File: src/dwb_params.svh
// offsets, field positions and reset values for the window and blink control block
`ifndef DWB_PARAMS_SVH
`define DWB_PARAMS_SVH

// ****************************************************************
// register byte addresses on the host address bus
// ****************************************************************
`define DWB_ADDR_W            17
`define DWB_OFS_WIN_CTRL      17'h1ff80
`define DWB_OFS_WSTART_LO     17'h1ff81
`define DWB_OFS_WSTART_HI     17'h1ff82
`define DWB_OFS_FSTART_LO     17'h1ff83
`define DWB_OFS_FSTART_HI     17'h1ff84
`define DWB_OFS_WIDTH_LO      17'h1ff85
`define DWB_OFS_WIDTH_HI      17'h1ff86
`define DWB_OFS_HEIGHT_LO     17'h1ff87
`define DWB_OFS_HEIGHT_HI     17'h1ff88
`define DWB_OFS_BLINK_IDX     17'h1ff89
`define DWB_OFS_BLINK_PER     17'h1ff8a
`define DWB_OFS_CLK_SRC_DIV   17'h1ff8b

// ****************************************************************
// field positions and writable masks
// ****************************************************************
`define DWB_CTRL_WIN_EN       4
`define DWB_CTRL_FLOAT        3
`define DWB_CTRL_BLINK        1
`define DWB_CTRL_INVERT       0
`define DWB_CTRL_MASK         8'h1b
`define DWB_WIDTH_HI_MASK     8'h01
`define DWB_HEIGHT_HI_MASK    8'h03
`define DWB_CLK_SRC_BIT       7
`define DWB_CLK_DIV_MSB       6

// ****************************************************************
// widths and reset values
// ****************************************************************
`define DWB_WIDTH_BITS        9
`define DWB_HEIGHT_BITS       10
`define DWB_WADDR_BITS        16
`define DWB_RESET_BYTE        8'h00
`define DWB_LUT_ENTRIES       256
`define DWB_LUT_BITS          4

`endif

File: src/dwb_pkg.sv
// types shared by the window and blink control block
`include "dwb_params.svh"

package dwb_pkg;

  // ****************************************************************
  // window fetch sequencer states
  // ****************************************************************
  typedef enum logic [1:0] {
    FETCH_IDLE = 2'b01,
    FETCH_RUN  = 2'b10
  } fetch_state_t;

  // ****************************************************************
  // complete state of the top module
  // ****************************************************************
  typedef struct packed {
    logic [7:0]                    ctrl;
    logic [`DWB_WADDR_BITS-1:0]    wstart;
    logic [`DWB_WADDR_BITS-1:0]    fstart;
    logic [`DWB_WIDTH_BITS-1:0]    width;
    logic [`DWB_HEIGHT_BITS-1:0]   height;
    logic [7:0]                    blink_idx;
    logic [7:0]                    blink_per;
    logic [7:0]                    clk_sel;
    logic [7:0]                    rd_data;
    fetch_state_t                  state;
    logic [`DWB_WIDTH_BITS-1:0]    word_cnt;
    logic [`DWB_HEIGHT_BITS-1:0]   line_cnt;
    logic [`DWB_WADDR_BITS-1:0]    line_base;
    logic [`DWB_WADDR_BITS-1:0]    addr;
    logic                          done;
    logic [7:0]                    blink_cnt;
    logic                          blink_phase;
    logic [7:0]                    div_cnt;
    logic                          tick;
    logic                          sel_blink;
    logic                          sel_inv;
  } dwb_state_t;

endpackage

File: src/colour_lookup_table.sv
// three colour lookup tables, one per primary, with one write and one read port
`timescale 1ns/10ps
`default_nettype none
`include "dwb_params.svh"

module colour_lookup_table #(
  parameter int ENTRIES = `DWB_LUT_ENTRIES,
  parameter int BITS    = `DWB_LUT_BITS
) (
  input  wire logic                       clk,      // block clock
  input  wire logic                       we,       // write all three tables
  input  wire logic [$clog2(ENTRIES)-1:0] waddr,    // write index
  input  wire logic [3*BITS-1:0]          wdata,    // red, green, blue
  input  wire logic [$clog2(ENTRIES)-1:0] raddr,    // read index
  output logic      [3*BITS-1:0]          rdata     // registered colour
);

  // ****************************************************************
  // one table per colour
  // ****************************************************************
  // no reset on the arrays so they map onto plain ram
  genvar c;
  generate
    for (c = 0; c < 3; c++) begin : g_col
      logic [BITS-1:0] mem [ENTRIES];
      always_ff @(posedge clk) begin
        if (we) begin
          mem[waddr] <= wdata[c*BITS +: BITS];
        end
        rdata[c*BITS +: BITS] <= mem[raddr];
      end
    end
  endgenerate

endmodule

`default_nettype wire

File: src/display_window_blink_control.sv
// window area registers, window fetch sequencer, blink timer and pixel path
`timescale 1ns/10ps
`default_nettype none
`include "dwb_params.svh"

module display_window_blink_control (
  input  wire logic                        CLOCK,        // 50 MHz block clock
  input  wire logic                        RSTN,         // async reset, active low
  input  wire logic                        CS_N,         // register select, active low
  input  wire logic [`DWB_ADDR_W-1:0]      ADDR,         // host byte address
  input  wire logic                        WR_STB,       // write strobe, one cycle
  input  wire logic                        RD_STB,       // read strobe, one cycle
  input  wire logic [7:0]                  WR_DATA,      // write byte
  output logic      [7:0]                  RD_DATA,      // read byte, next cycle
  input  wire logic                        CLK_DIV2,     // extra divide by two
  output logic                             CLK_SRC_BUS,  // 1: bus clock source
  output logic                             OP_CLK_TICK,  // operating clock tick
  input  wire logic                        FRAME_START,  // frame begins, pulse
  output logic                             FETCH_VALID,  // window fetch request
  input  wire logic                        FETCH_READY,  // memory took the address
  output logic      [`DWB_WADDR_BITS-1:0]  FETCH_ADDR,   // word address to fetch
  output logic                             FETCH_FLOAT,  // fetch is from float buffer
  output logic                             FETCH_DONE,   // last window word taken
  input  wire logic                        LUT_WE,       // colour table write
  input  wire logic [7:0]                  LUT_WADDR,    // colour table index
  input  wire logic [11:0]                 LUT_WDATA,    // red, green, blue
  input  wire logic [7:0]                  PIX_INDEX,    // pixel colour index
  input  wire logic                        PIX_IN_WIN,   // pixel lies in window
  output logic      [11:0]                 PIX_RGB,      // colour, one cycle later
  output logic                             BLINK_PHASE   // 1 while blink colour shown
);

  // ****************************************************************
  // state and decoded controls
  // ****************************************************************
  dwb_pkg::dwb_state_t s_r;
  dwb_pkg::dwb_state_t s_nxt;
  logic                win_en;
  logic                float_en;
  logic                blink_en;
  logic                inv_en;
  logic                wr;
  logic [7:0]          div_lim;
  logic [7:0]          lut_idx;
  logic [11:0]         lut_rgb;

  // mode bits only count while window features are on
  assign win_en   = s_r.ctrl[`DWB_CTRL_WIN_EN];
  assign float_en = win_en & s_r.ctrl[`DWB_CTRL_FLOAT];
  assign blink_en = win_en & s_r.ctrl[`DWB_CTRL_BLINK];
  assign inv_en   = win_en & s_r.ctrl[`DWB_CTRL_INVERT];
  assign wr       = ~CS_N & WR_STB;

  // limit is the divide value, doubled plus one when the extra halving is on, so the tick period doubles
  assign div_lim = CLK_DIV2 ? {s_r.clk_sel[`DWB_CLK_DIV_MSB:0], 1'b1}
                            : {1'b0, s_r.clk_sel[`DWB_CLK_DIV_MSB:0]};

  // blink phase swaps in the blink entry for window pixels
  assign lut_idx = (PIX_IN_WIN & blink_en & s_r.blink_phase) ? s_r.blink_idx : PIX_INDEX;

  // ****************************************************************
  // next state
  // ****************************************************************
  always_comb begin
    s_nxt      = s_r;
    s_nxt.done = 1'b0;

    // register writes; reserved bits are forced to zero
    if (wr) begin
      case (ADDR)
        `DWB_OFS_WIN_CTRL:    s_nxt.ctrl           = WR_DATA & `DWB_CTRL_MASK;
        `DWB_OFS_WSTART_LO:   s_nxt.wstart[7:0]    = WR_DATA;
        `DWB_OFS_WSTART_HI:   s_nxt.wstart[15:8]   = WR_DATA;
        `DWB_OFS_FSTART_LO:   s_nxt.fstart[7:0]    = WR_DATA;
        `DWB_OFS_FSTART_HI:   s_nxt.fstart[15:8]   = WR_DATA;
        `DWB_OFS_WIDTH_LO:    s_nxt.width[7:0]     = WR_DATA;
        `DWB_OFS_WIDTH_HI:    s_nxt.width[8]       = WR_DATA[0];
        `DWB_OFS_HEIGHT_LO:   s_nxt.height[7:0]    = WR_DATA;
        `DWB_OFS_HEIGHT_HI:   s_nxt.height[9:8]    = WR_DATA[1:0];
        `DWB_OFS_BLINK_IDX:   s_nxt.blink_idx      = WR_DATA;
        `DWB_OFS_BLINK_PER:   s_nxt.blink_per      = WR_DATA;
        `DWB_OFS_CLK_SRC_DIV: s_nxt.clk_sel        = WR_DATA;
        default: begin
        end
      endcase
    end

    // register reads; unmapped addresses return zero
    if (~CS_N & RD_STB) begin
      case (ADDR)
        `DWB_OFS_WIN_CTRL:    s_nxt.rd_data = s_r.ctrl;
        `DWB_OFS_WSTART_LO:   s_nxt.rd_data = s_r.wstart[7:0];
        `DWB_OFS_WSTART_HI:   s_nxt.rd_data = s_r.wstart[15:8];
        `DWB_OFS_FSTART_LO:   s_nxt.rd_data = s_r.fstart[7:0];
        `DWB_OFS_FSTART_HI:   s_nxt.rd_data = s_r.fstart[15:8];
        `DWB_OFS_WIDTH_LO:    s_nxt.rd_data = s_r.width[7:0];
        `DWB_OFS_WIDTH_HI:    s_nxt.rd_data = {7'h00, s_r.width[8]} & `DWB_WIDTH_HI_MASK;
        `DWB_OFS_HEIGHT_LO:   s_nxt.rd_data = s_r.height[7:0];
        `DWB_OFS_HEIGHT_HI:   s_nxt.rd_data = {6'h00, s_r.height[9:8]} & `DWB_HEIGHT_HI_MASK;
        `DWB_OFS_BLINK_IDX:   s_nxt.rd_data = s_r.blink_idx;
        `DWB_OFS_BLINK_PER:   s_nxt.rd_data = s_r.blink_per;
        `DWB_OFS_CLK_SRC_DIV: s_nxt.rd_data = s_r.clk_sel;
        default:              s_nxt.rd_data = `DWB_RESET_BYTE;
      endcase
    end

    // operating clock tick: every cycle on the pin source, divided on the bus source
    if (!s_r.clk_sel[`DWB_CLK_SRC_BIT]) begin
      s_nxt.div_cnt = 8'h00;
      s_nxt.tick    = 1'b1;
    end else if (s_r.div_cnt >= div_lim) begin
      s_nxt.div_cnt = 8'h00;
      s_nxt.tick    = 1'b1;
    end else begin
      s_nxt.div_cnt = s_r.div_cnt + 8'h01;
      s_nxt.tick    = 1'b0;
    end

    // blink timer counts frames; held cleared when blinking is off so nothing shows
    if (!blink_en) begin
      s_nxt.blink_cnt   = 8'h00;
      s_nxt.blink_phase = 1'b0;
    end else if (FRAME_START) begin
      if (s_r.blink_cnt >= s_r.blink_per) begin
        s_nxt.blink_cnt   = 8'h00;
        s_nxt.blink_phase = ~s_r.blink_phase;
      end else begin
        s_nxt.blink_cnt = s_r.blink_cnt + 8'h01;
      end
    end

    // window fetch sequencer; dropping window enable aborts the frame at once
    case (s_r.state)
      dwb_pkg::FETCH_IDLE: begin
        if (FRAME_START & win_en) begin
          s_nxt.state     = dwb_pkg::FETCH_RUN;
          s_nxt.word_cnt  = '0;
          s_nxt.line_cnt  = '0;
          s_nxt.line_base = float_en ? s_r.fstart : s_r.wstart;
          s_nxt.addr      = float_en ? s_r.fstart : s_r.wstart;
        end
      end
      dwb_pkg::FETCH_RUN: begin
        if (!win_en) begin
          s_nxt.state = dwb_pkg::FETCH_IDLE;
        end else if (FETCH_READY) begin
          if (s_r.word_cnt == s_r.width) begin
            s_nxt.word_cnt = '0;
            if (s_r.line_cnt == s_r.height) begin
              s_nxt.state = dwb_pkg::FETCH_IDLE;
              s_nxt.done  = 1'b1;
            end else begin
              s_nxt.line_cnt  = s_r.line_cnt + 10'h001;
              s_nxt.line_base = s_r.line_base + {7'h00, s_r.width} + 16'h0001;
              s_nxt.addr      = s_r.line_base + {7'h00, s_r.width} + 16'h0001;
            end
          end else begin
            s_nxt.word_cnt = s_r.word_cnt + 9'h001;
            s_nxt.addr     = s_r.addr + 16'h0001;
          end
        end
      end
      default: begin
        s_nxt.state = dwb_pkg::FETCH_IDLE;
      end
    endcase

    // pixel path controls line up with the registered table read
    s_nxt.sel_blink = PIX_IN_WIN & blink_en & s_r.blink_phase;
    s_nxt.sel_inv   = PIX_IN_WIN & inv_en;
  end

  // ****************************************************************
  // state register
  // ****************************************************************
  // every field clears at reset except state, which loads FETCH_IDLE
  always_ff @(posedge CLOCK or negedge RSTN) begin
    if (!RSTN) begin
      s_r       <= '0;
      s_r.state <= dwb_pkg::FETCH_IDLE;
    end else begin
      s_r <= s_nxt;
    end
  end

  // ****************************************************************
  // colour tables
  // ****************************************************************
  colour_lookup_table #(
    .ENTRIES (`DWB_LUT_ENTRIES),
    .BITS    (`DWB_LUT_BITS)
  ) u_lut (
    .clk   (CLOCK),
    .we    (LUT_WE),
    .waddr (LUT_WADDR),
    .wdata (LUT_WDATA),
    .raddr (lut_idx),
    .rdata (lut_rgb)
  );

  // ****************************************************************
  // outputs
  // ****************************************************************
  // invert is applied after the table lookup
  assign PIX_RGB     = s_r.sel_inv ? ~lut_rgb : lut_rgb;
  assign RD_DATA     = s_r.rd_data;
  assign CLK_SRC_BUS = s_r.clk_sel[`DWB_CLK_SRC_BIT];
  assign OP_CLK_TICK = s_r.tick;
  assign FETCH_VALID = (s_r.state == dwb_pkg::FETCH_RUN) & win_en;
  assign FETCH_ADDR  = s_r.addr;
  assign FETCH_FLOAT = float_en;
  assign FETCH_DONE  = s_r.done;
  assign BLINK_PHASE = s_r.blink_phase;

endmodule

`default_nettype wire

File: config.mk
export PLATFORM = sky130hd
export DESIGN_NAME = display_window_blink_control
export DESIGN_NICKNAME = d
export VERILOG_FILES = /design/src/dwb_pkg.sv /design/src/colour_lookup_table.sv /design/src/display_window_blink_control.sv
export VERILOG_INCLUDE_DIRS = /design/src
export SDC_FILE = /design/constraint.sdc
export NUM_CORES = 2
export LEC_CHECK = 0
export BUFFER_PORTS_ARGS = -buffer_cell sky130_fd_sc_hd__buf_2
export CAP_MARGIN = 20
export CORE_ASPECT_RATIO = 2
export CORE_MARGIN = 2
export CORE_UTILIZATION = 55
export DETAILED_ROUTE_END_ITERATION = 7
export HOLD_SLACK_MARGIN = 0.05
export PLACE_DENSITY = 0.71
export SLEW_MARGIN = 0
export SYNTH_ARGS = -nofsm -noshare
export SYNTH_HDL_FRONTEND = slang
export SYNTH_SLANG_ARGS = --single-unit
File: constraint.sdc
create_clock -name CLOCK -period 2.8 [get_ports CLOCK]
set_input_delay 0.28 -clock CLOCK [delete_from_list [all_inputs] [get_ports CLOCK]]
set_output_delay 0.28 -clock CLOCK [all_outputs]
set_load 0.005 [all_outputs]
# After elaboration in Yosys (flattened, before gate mapping)
# Memory sizes are Yosys's and may differ from the RTL's. A register that Yosys moved wholly into a read port is not among the register bits.
# Cells that the tools add are included.
[totals]
ff_bits = 160
mem_count = 3
output_inout_bits = 42
ramBits = 3072
word_cells = 122
input_bits = 63
[mem_list]
columns = ["memory", "depth", "width", "read_ports", "rd_ports_with_merged_regs", "write_ports", "line", "rtl"]
rows = [
  ["u_lut.g_col[0].mem", 256, 4, 1, 1, 1, "colour_lookup_table.sv:25", "logic [BITS-1:0] mem [ENTRIES];"],
  ["u_lut.g_col[1].mem", 256, 4, 1, 1, 1, "colour_lookup_table.sv:25", ""],
  ["u_lut.g_col[2].mem", 256, 4, 1, 1, 1, "colour_lookup_table.sv:25", ""],
]
[op_classes]
n_lt_le_gt_ge = 2
n_eq_ne = 27
reduce_logical = 18
add_sub_neg = 7
bitwise = 13
n_mux = 28
[op_table]
columns = ["op", "count"]
rows = [
  ["equality test 17 bit, second input constant", 12],
  ["one-hot mux 51 bit (2 select lines)", 1],
  ["one-hot mux 8 bit (12 select lines)", 1],
  ["two-way mux 54 bit", 1],
  ["two-way mux 53 bit", 1],
  ["two-way mux 52 bit", 1],
  ["two-way mux 9 bit", 5],
  ["two-way mux 42 bit", 1],
  ["adder 16 x 1 -> 16 bit, second input constant", 2],
  ["two-way mux 16 bit", 2],
  ["two-way mux 26 bit", 1],
  ["AND reduction 2 bit", 13],
  ["two-way mux 8 bit", 3],
  ["adder 16 x 9 -> 16 bit", 1],
  ["adder 8 x 1 -> 8 bit, second input constant", 2],
  ["greater-or-equal comparator 8 bit", 2],
  ["two-way mux 12 bit", 1],
  ["!= test 2 bit, second input constant", 6],
  ["!= test 3 bit, second input constant", 4],
  ["inverter 12 bit", 1],
  ["adder 10 x 1 -> 10 bit, second input constant", 1],
  ["AND 1 bit", 10],
  ["equality test 10 bit", 1],
  ["adder 9 x 1 -> 9 bit, second input constant", 1],
  ["other kinds (12)", 21],
]

# Logic depth before layout (Yosys ltp)
[logic_depth]
depth_word = 7
depth_mapped = 16
depth_no_buf = 13

# Modules after synthesis
# Synthesis repeated with hierarchy kept, for this count alone.
[hier_totals]
cells_unflattened = 6296
area_unflattened_um2 = 127432.2
[modules_own_cells]
columns = ["module", "seq_area_each_um2", "area_each_um2", "cells_per_inst", "n_inst"]
rows = [
  ["colour_lookup_table", 92488.7, 118015.7, 5337, 1],
  ["display_window_blink_control", 4005.1, 9416.5, 959, 1],
]

# Worst setup path after synthesis
# Ideal clock, no wire load.
[synth_path]
path_kind = "flip-flop to flip-flop"
from = "register s_r[161] (netlist name)"
to = "register u_lut.rdata[6], read port of u_lut.g_col[1].mem"
path_stages_with_launch = 13
setup_slack_ps = -32
setup_time_ps = 117
n_path_buf = 4
required_time_ps = 2683
period_less_slack_ps = 2832
arrival_ps = 2715
cell_sequence = "dfrtp_1 > buf_6 > nand4_2 > buf_6 > mux2i_4 > buf_12 > buf_12 > mux4_2 > a2111oi_0 > a211oi_1 > nor3_1 > o211ai_1 > and4bb_1"
[synth_via]
elab_chain_len = 4
[synth_rtl]
columns = ["element", "line", "rtl"]
rows = [
  ["from (decl)", "display_window_blink_control.sv:36", "dwb_pkg::dwb_state_t s_r;"],
  ["from (signal assigned)", "display_window_blink_control.sv:182", "s_r <= s_nxt;"],
  ["AND 1 bit", "display_window_blink_control.sv:50", "assign blink_en = win_en & s_r.ctrl[`DWB_CTRL_BLINK];"],
  ["AND 1 bit (2 in series)", "-", ""],
  ["two-way mux 8 bit", "display_window_blink_control.sv:59", "assign lut_idx = (PIX_IN_WIN & blink_en & s_r.blink_phase) ? s_r.blink_idx : PIX_INDEX;"],
  ["to (decl)", "colour_lookup_table.sv:15", "output logic [3*BITS-1:0] rdata"],
]
# No other way between the ends.
# A chain may end at the register's enable or synchronous reset.

# Worst setup path after layout
[layout_path]
from = "register s_r, in the netlist BLINK_PHASE"
to = "register u_lut.rdata[11], read port of u_lut.g_col[2].mem"
[layout_via]
elab_chain_len = 2
[layout_rtl]
columns = ["element", "line"]
rows = [
  ["AND 1 bit", "-"],
  ["two-way mux 8 bit", "display_window_blink_control.sv:59"],
]
# No other way between the ends.

==> reports/qor.yml <==
avgSynthCellArea_sq_um: 15.0
p_total_mw: 100
rsz0062_at_grt: "yes"
fin_ws_ns: -0.922
synth_warnings: 0
hold_violations: 0
critPathCaptureType: "register"
cts.htree.levels: 5
worstMarginPinSlew_ns: 1.26
syn_to_final_growth_pct: 22.4
grt_overflow: 0
core_sq_mm: 0.236
clockRootBuffer: "clkbuf_16"
place_congestion: 1.04
antenna_found_initial: 26
synth_top_area_share_pct: 70.9
p_leak_nw: 56.9
dp_hpwl_mm: 311
drive_gt1_share_pct: 25.5
drc: 0
port_buffers: 104
die_area_sq_mm: 0.241
firstDrtPassIters: 8
synth_edf_count: 3072
place_inst: 12706
max_cap_violations: 0
netlist_instances: 8699
status: "finished, violations left"
worstSkewPairLatency_ns: 0.95
drtIter0Drc: 12005
cp.required_ns: 3.62
failed_checks: "setup timing"
arrival_ns: 4.55
io_pins: 105
path_class: "register to register"
ant_nets: 0
post-route-util_pct: 67.6
setup_viol: 12
ys.flop_type: "edfxtp_1"
skew_ns: 0.0673
reg2reg_depth: 15
yosys.area.top_type: "edfxtp_1"
yosysMostFrequentCell: "edfxtp_1"
rows: 252
min_path_cells: 4
fin_nets: 10232
wirelength_mm: 468
synth_common_cells: "edfxtp_1, nand2_1, mux2i_1, a21oi_1, nor2_1"
syn-cell-area_sq_mm: 0.130
cts_tree: "done"
clockBufferDepth: 4
critPathMaxFanout: 8
grt_pass1_wl_mm: 639
pwr_density_cell_mw_per_mm2: 631
grt_max_degree: 97
startpoint_type: "register"
avgRoutedWirePerCell_um: 34.9
drv_slew: 0
synth-seq-area-share_pct: 74.1
cts_made_buffers: 282
vias_per_cell: 6.62
ir_drop_v: 0.000630
fin_cells: 13413
holdWs_ns: 0.0442
syn-num-nets: 8794
tns_ns: -9.49
final_area_sq_mm: 0.159
synth-seq-cells: 3244
cp-startpoint: "BLINK_PHASE"
start_util_pct: 55.3
grt_use_total_pct: 37.8
final.min_clock_period_ns: 3.72
place_area_sq_mm: 0.144
r2r_start: "BLINK_PHASE"
maxSlewHeadroom_pct: 16.3
grt_pass1_vias: 87838
min_period_over_period_pct: 133
max_freq_mhz: 269
vias: 88749
synth_area_leaders: "edfxtp_1, mux2i_1, nand2_1"
path_clk_slew_ns: 0.07
min_from: "LUT_WADDR[2]"
clock-sinks: 3244
async_flop_share_pct: 4.93
hp-class: "primary input to register"
die_x_um: 348
yosysUniqueCellTypes: 86
chipHeight_um: 692
pre_cts_ws_ns: -2.00
[critical path: stages (launching register included)]
cell and delay, ns:
dfrtp_1 0.40, nand4_4 0.20, buf_12 0.20, mux2_8 0.37, buf_12 0.16, buf_16 0.15
buf_12 0.16, buf_8 0.14, mux2i_2 0.23, o22ai_1 0.16, nor4_2 0.25, buf_4 0.20
nor3_2 0.07, a21oi_2 0.10, nand4_1 0.50, o311a_1 0.29
[repair_timing]
item                       in CTS  in global routing
buffers inserted               63                 89
pin swaps                      78                107
cloned                         12                 19
hold endpoints to repair      600                  2
setup endpoints to repair      23                 37
gates resized for setup       395                331
hold buffers                   30                  1
[worst paths after layout]
path	to	slack, ns
setup / recovery	u_lut.rdata[11]	-0.92
hold / removal	u_lut.g_col[1].mem[191][0]	0.04
setup reg to reg	u_lut.rdata[11]	-0.92
hold reg to reg	RD_DATA[7]	0.49
max in group asynchronous	s_r[151]	1.91
min in group asynchronous	RD_DATA[1]	0.53
[state kept, by name (all words and copies together), names as in the netlist]
signal / flops
CLK_SRC_BUS: 1
BLINK_PHASE: 1
u_lut.rdata: 12
s_r: 132
FETCH_DONE: 1
OP_CLK_TICK: 1
RD_DATA: 8
u_lut.g_col.mem: 3072
FETCH_ADDR: 16
[logic make-up after synthesis]
kind of cell | after synthesis | synth area share, %
adder cells (fa/ha/maj) | 32 | 0.313
multiplexers | 835 | 7.40
XOR/XNOR | 58 | 0.390
AND/OR/NAND/NOR | 2478 | 8.18
buffers and inverters | 589 | 2.42
flip-flops | 3244 | 74.1
AO/OA/AOI/OAI | 1463 | 7.15
[final cells by class]
cell class                      count  area, sq um
Multi-Input combinational cell   4866        33300
Timing Repair Buffer             1713        16500
Fill cell                       15514        76300
Inverter                           30          113
Tap cell                         3048         3810
Sequential cell                  3244        96500
Clock buffer                      350         7500
Antenna cell                       13         32.5
Clock inverter                    149         1470
[layout by cell type, fill, tap and decap left out, types with 42 or more instances in the layout]
master | Yosys | layout
a211oi_1 | 57 | 44
a21oi_1 | 566 | 532
a221oi_1 | 53 | 42
buf_12 | 6 | 178
buf_2 | 186 | 91
buf_4 | 63 | 1241
buf_6 | 45 | 90
clkbuf_1 | 193 | 58
clkbuf_16 | 0 | 309
clkinv_1 | 0 | 45
clkinv_2 | 0 | 46
dfrtp_1 | 159 | 156
edfxtp_1 | 3072 | 3072
mux2_2 | 95 | 89
mux2i_1 | 645 | 622
mux4_2 | 90 | 90
nand2_1 | 1439 | 1427
nand3_1 | 299 | 290
nor2_1 | 354 | 344
nor3_1 | 78 | 51
nor4_1 | 137 | 83
o21ai_0 | 188 | 134
o221ai_1 | 129 | 95
o22ai_1 | 176 | 161
[report_power, final]
group	switching [mW]	internal, mW
clock	17.9	21.4
sequential	0.103	53.2
combinational	5.07	2.83
total	23.1	77.4
[metal layers]
layer / up-vias / part of all wire [%] / track usage (%)
met5: - / 0.021 / 0
met4: 16 / 13 / 38.5
met3: 2006 / 9.2 / 7.49
met2: 6326 / 49 / 63.6
met1: 44111 / 29 / 38.2
li1: 36290 / - / -
Note: power is estimated with default switching activity, not from simulation.
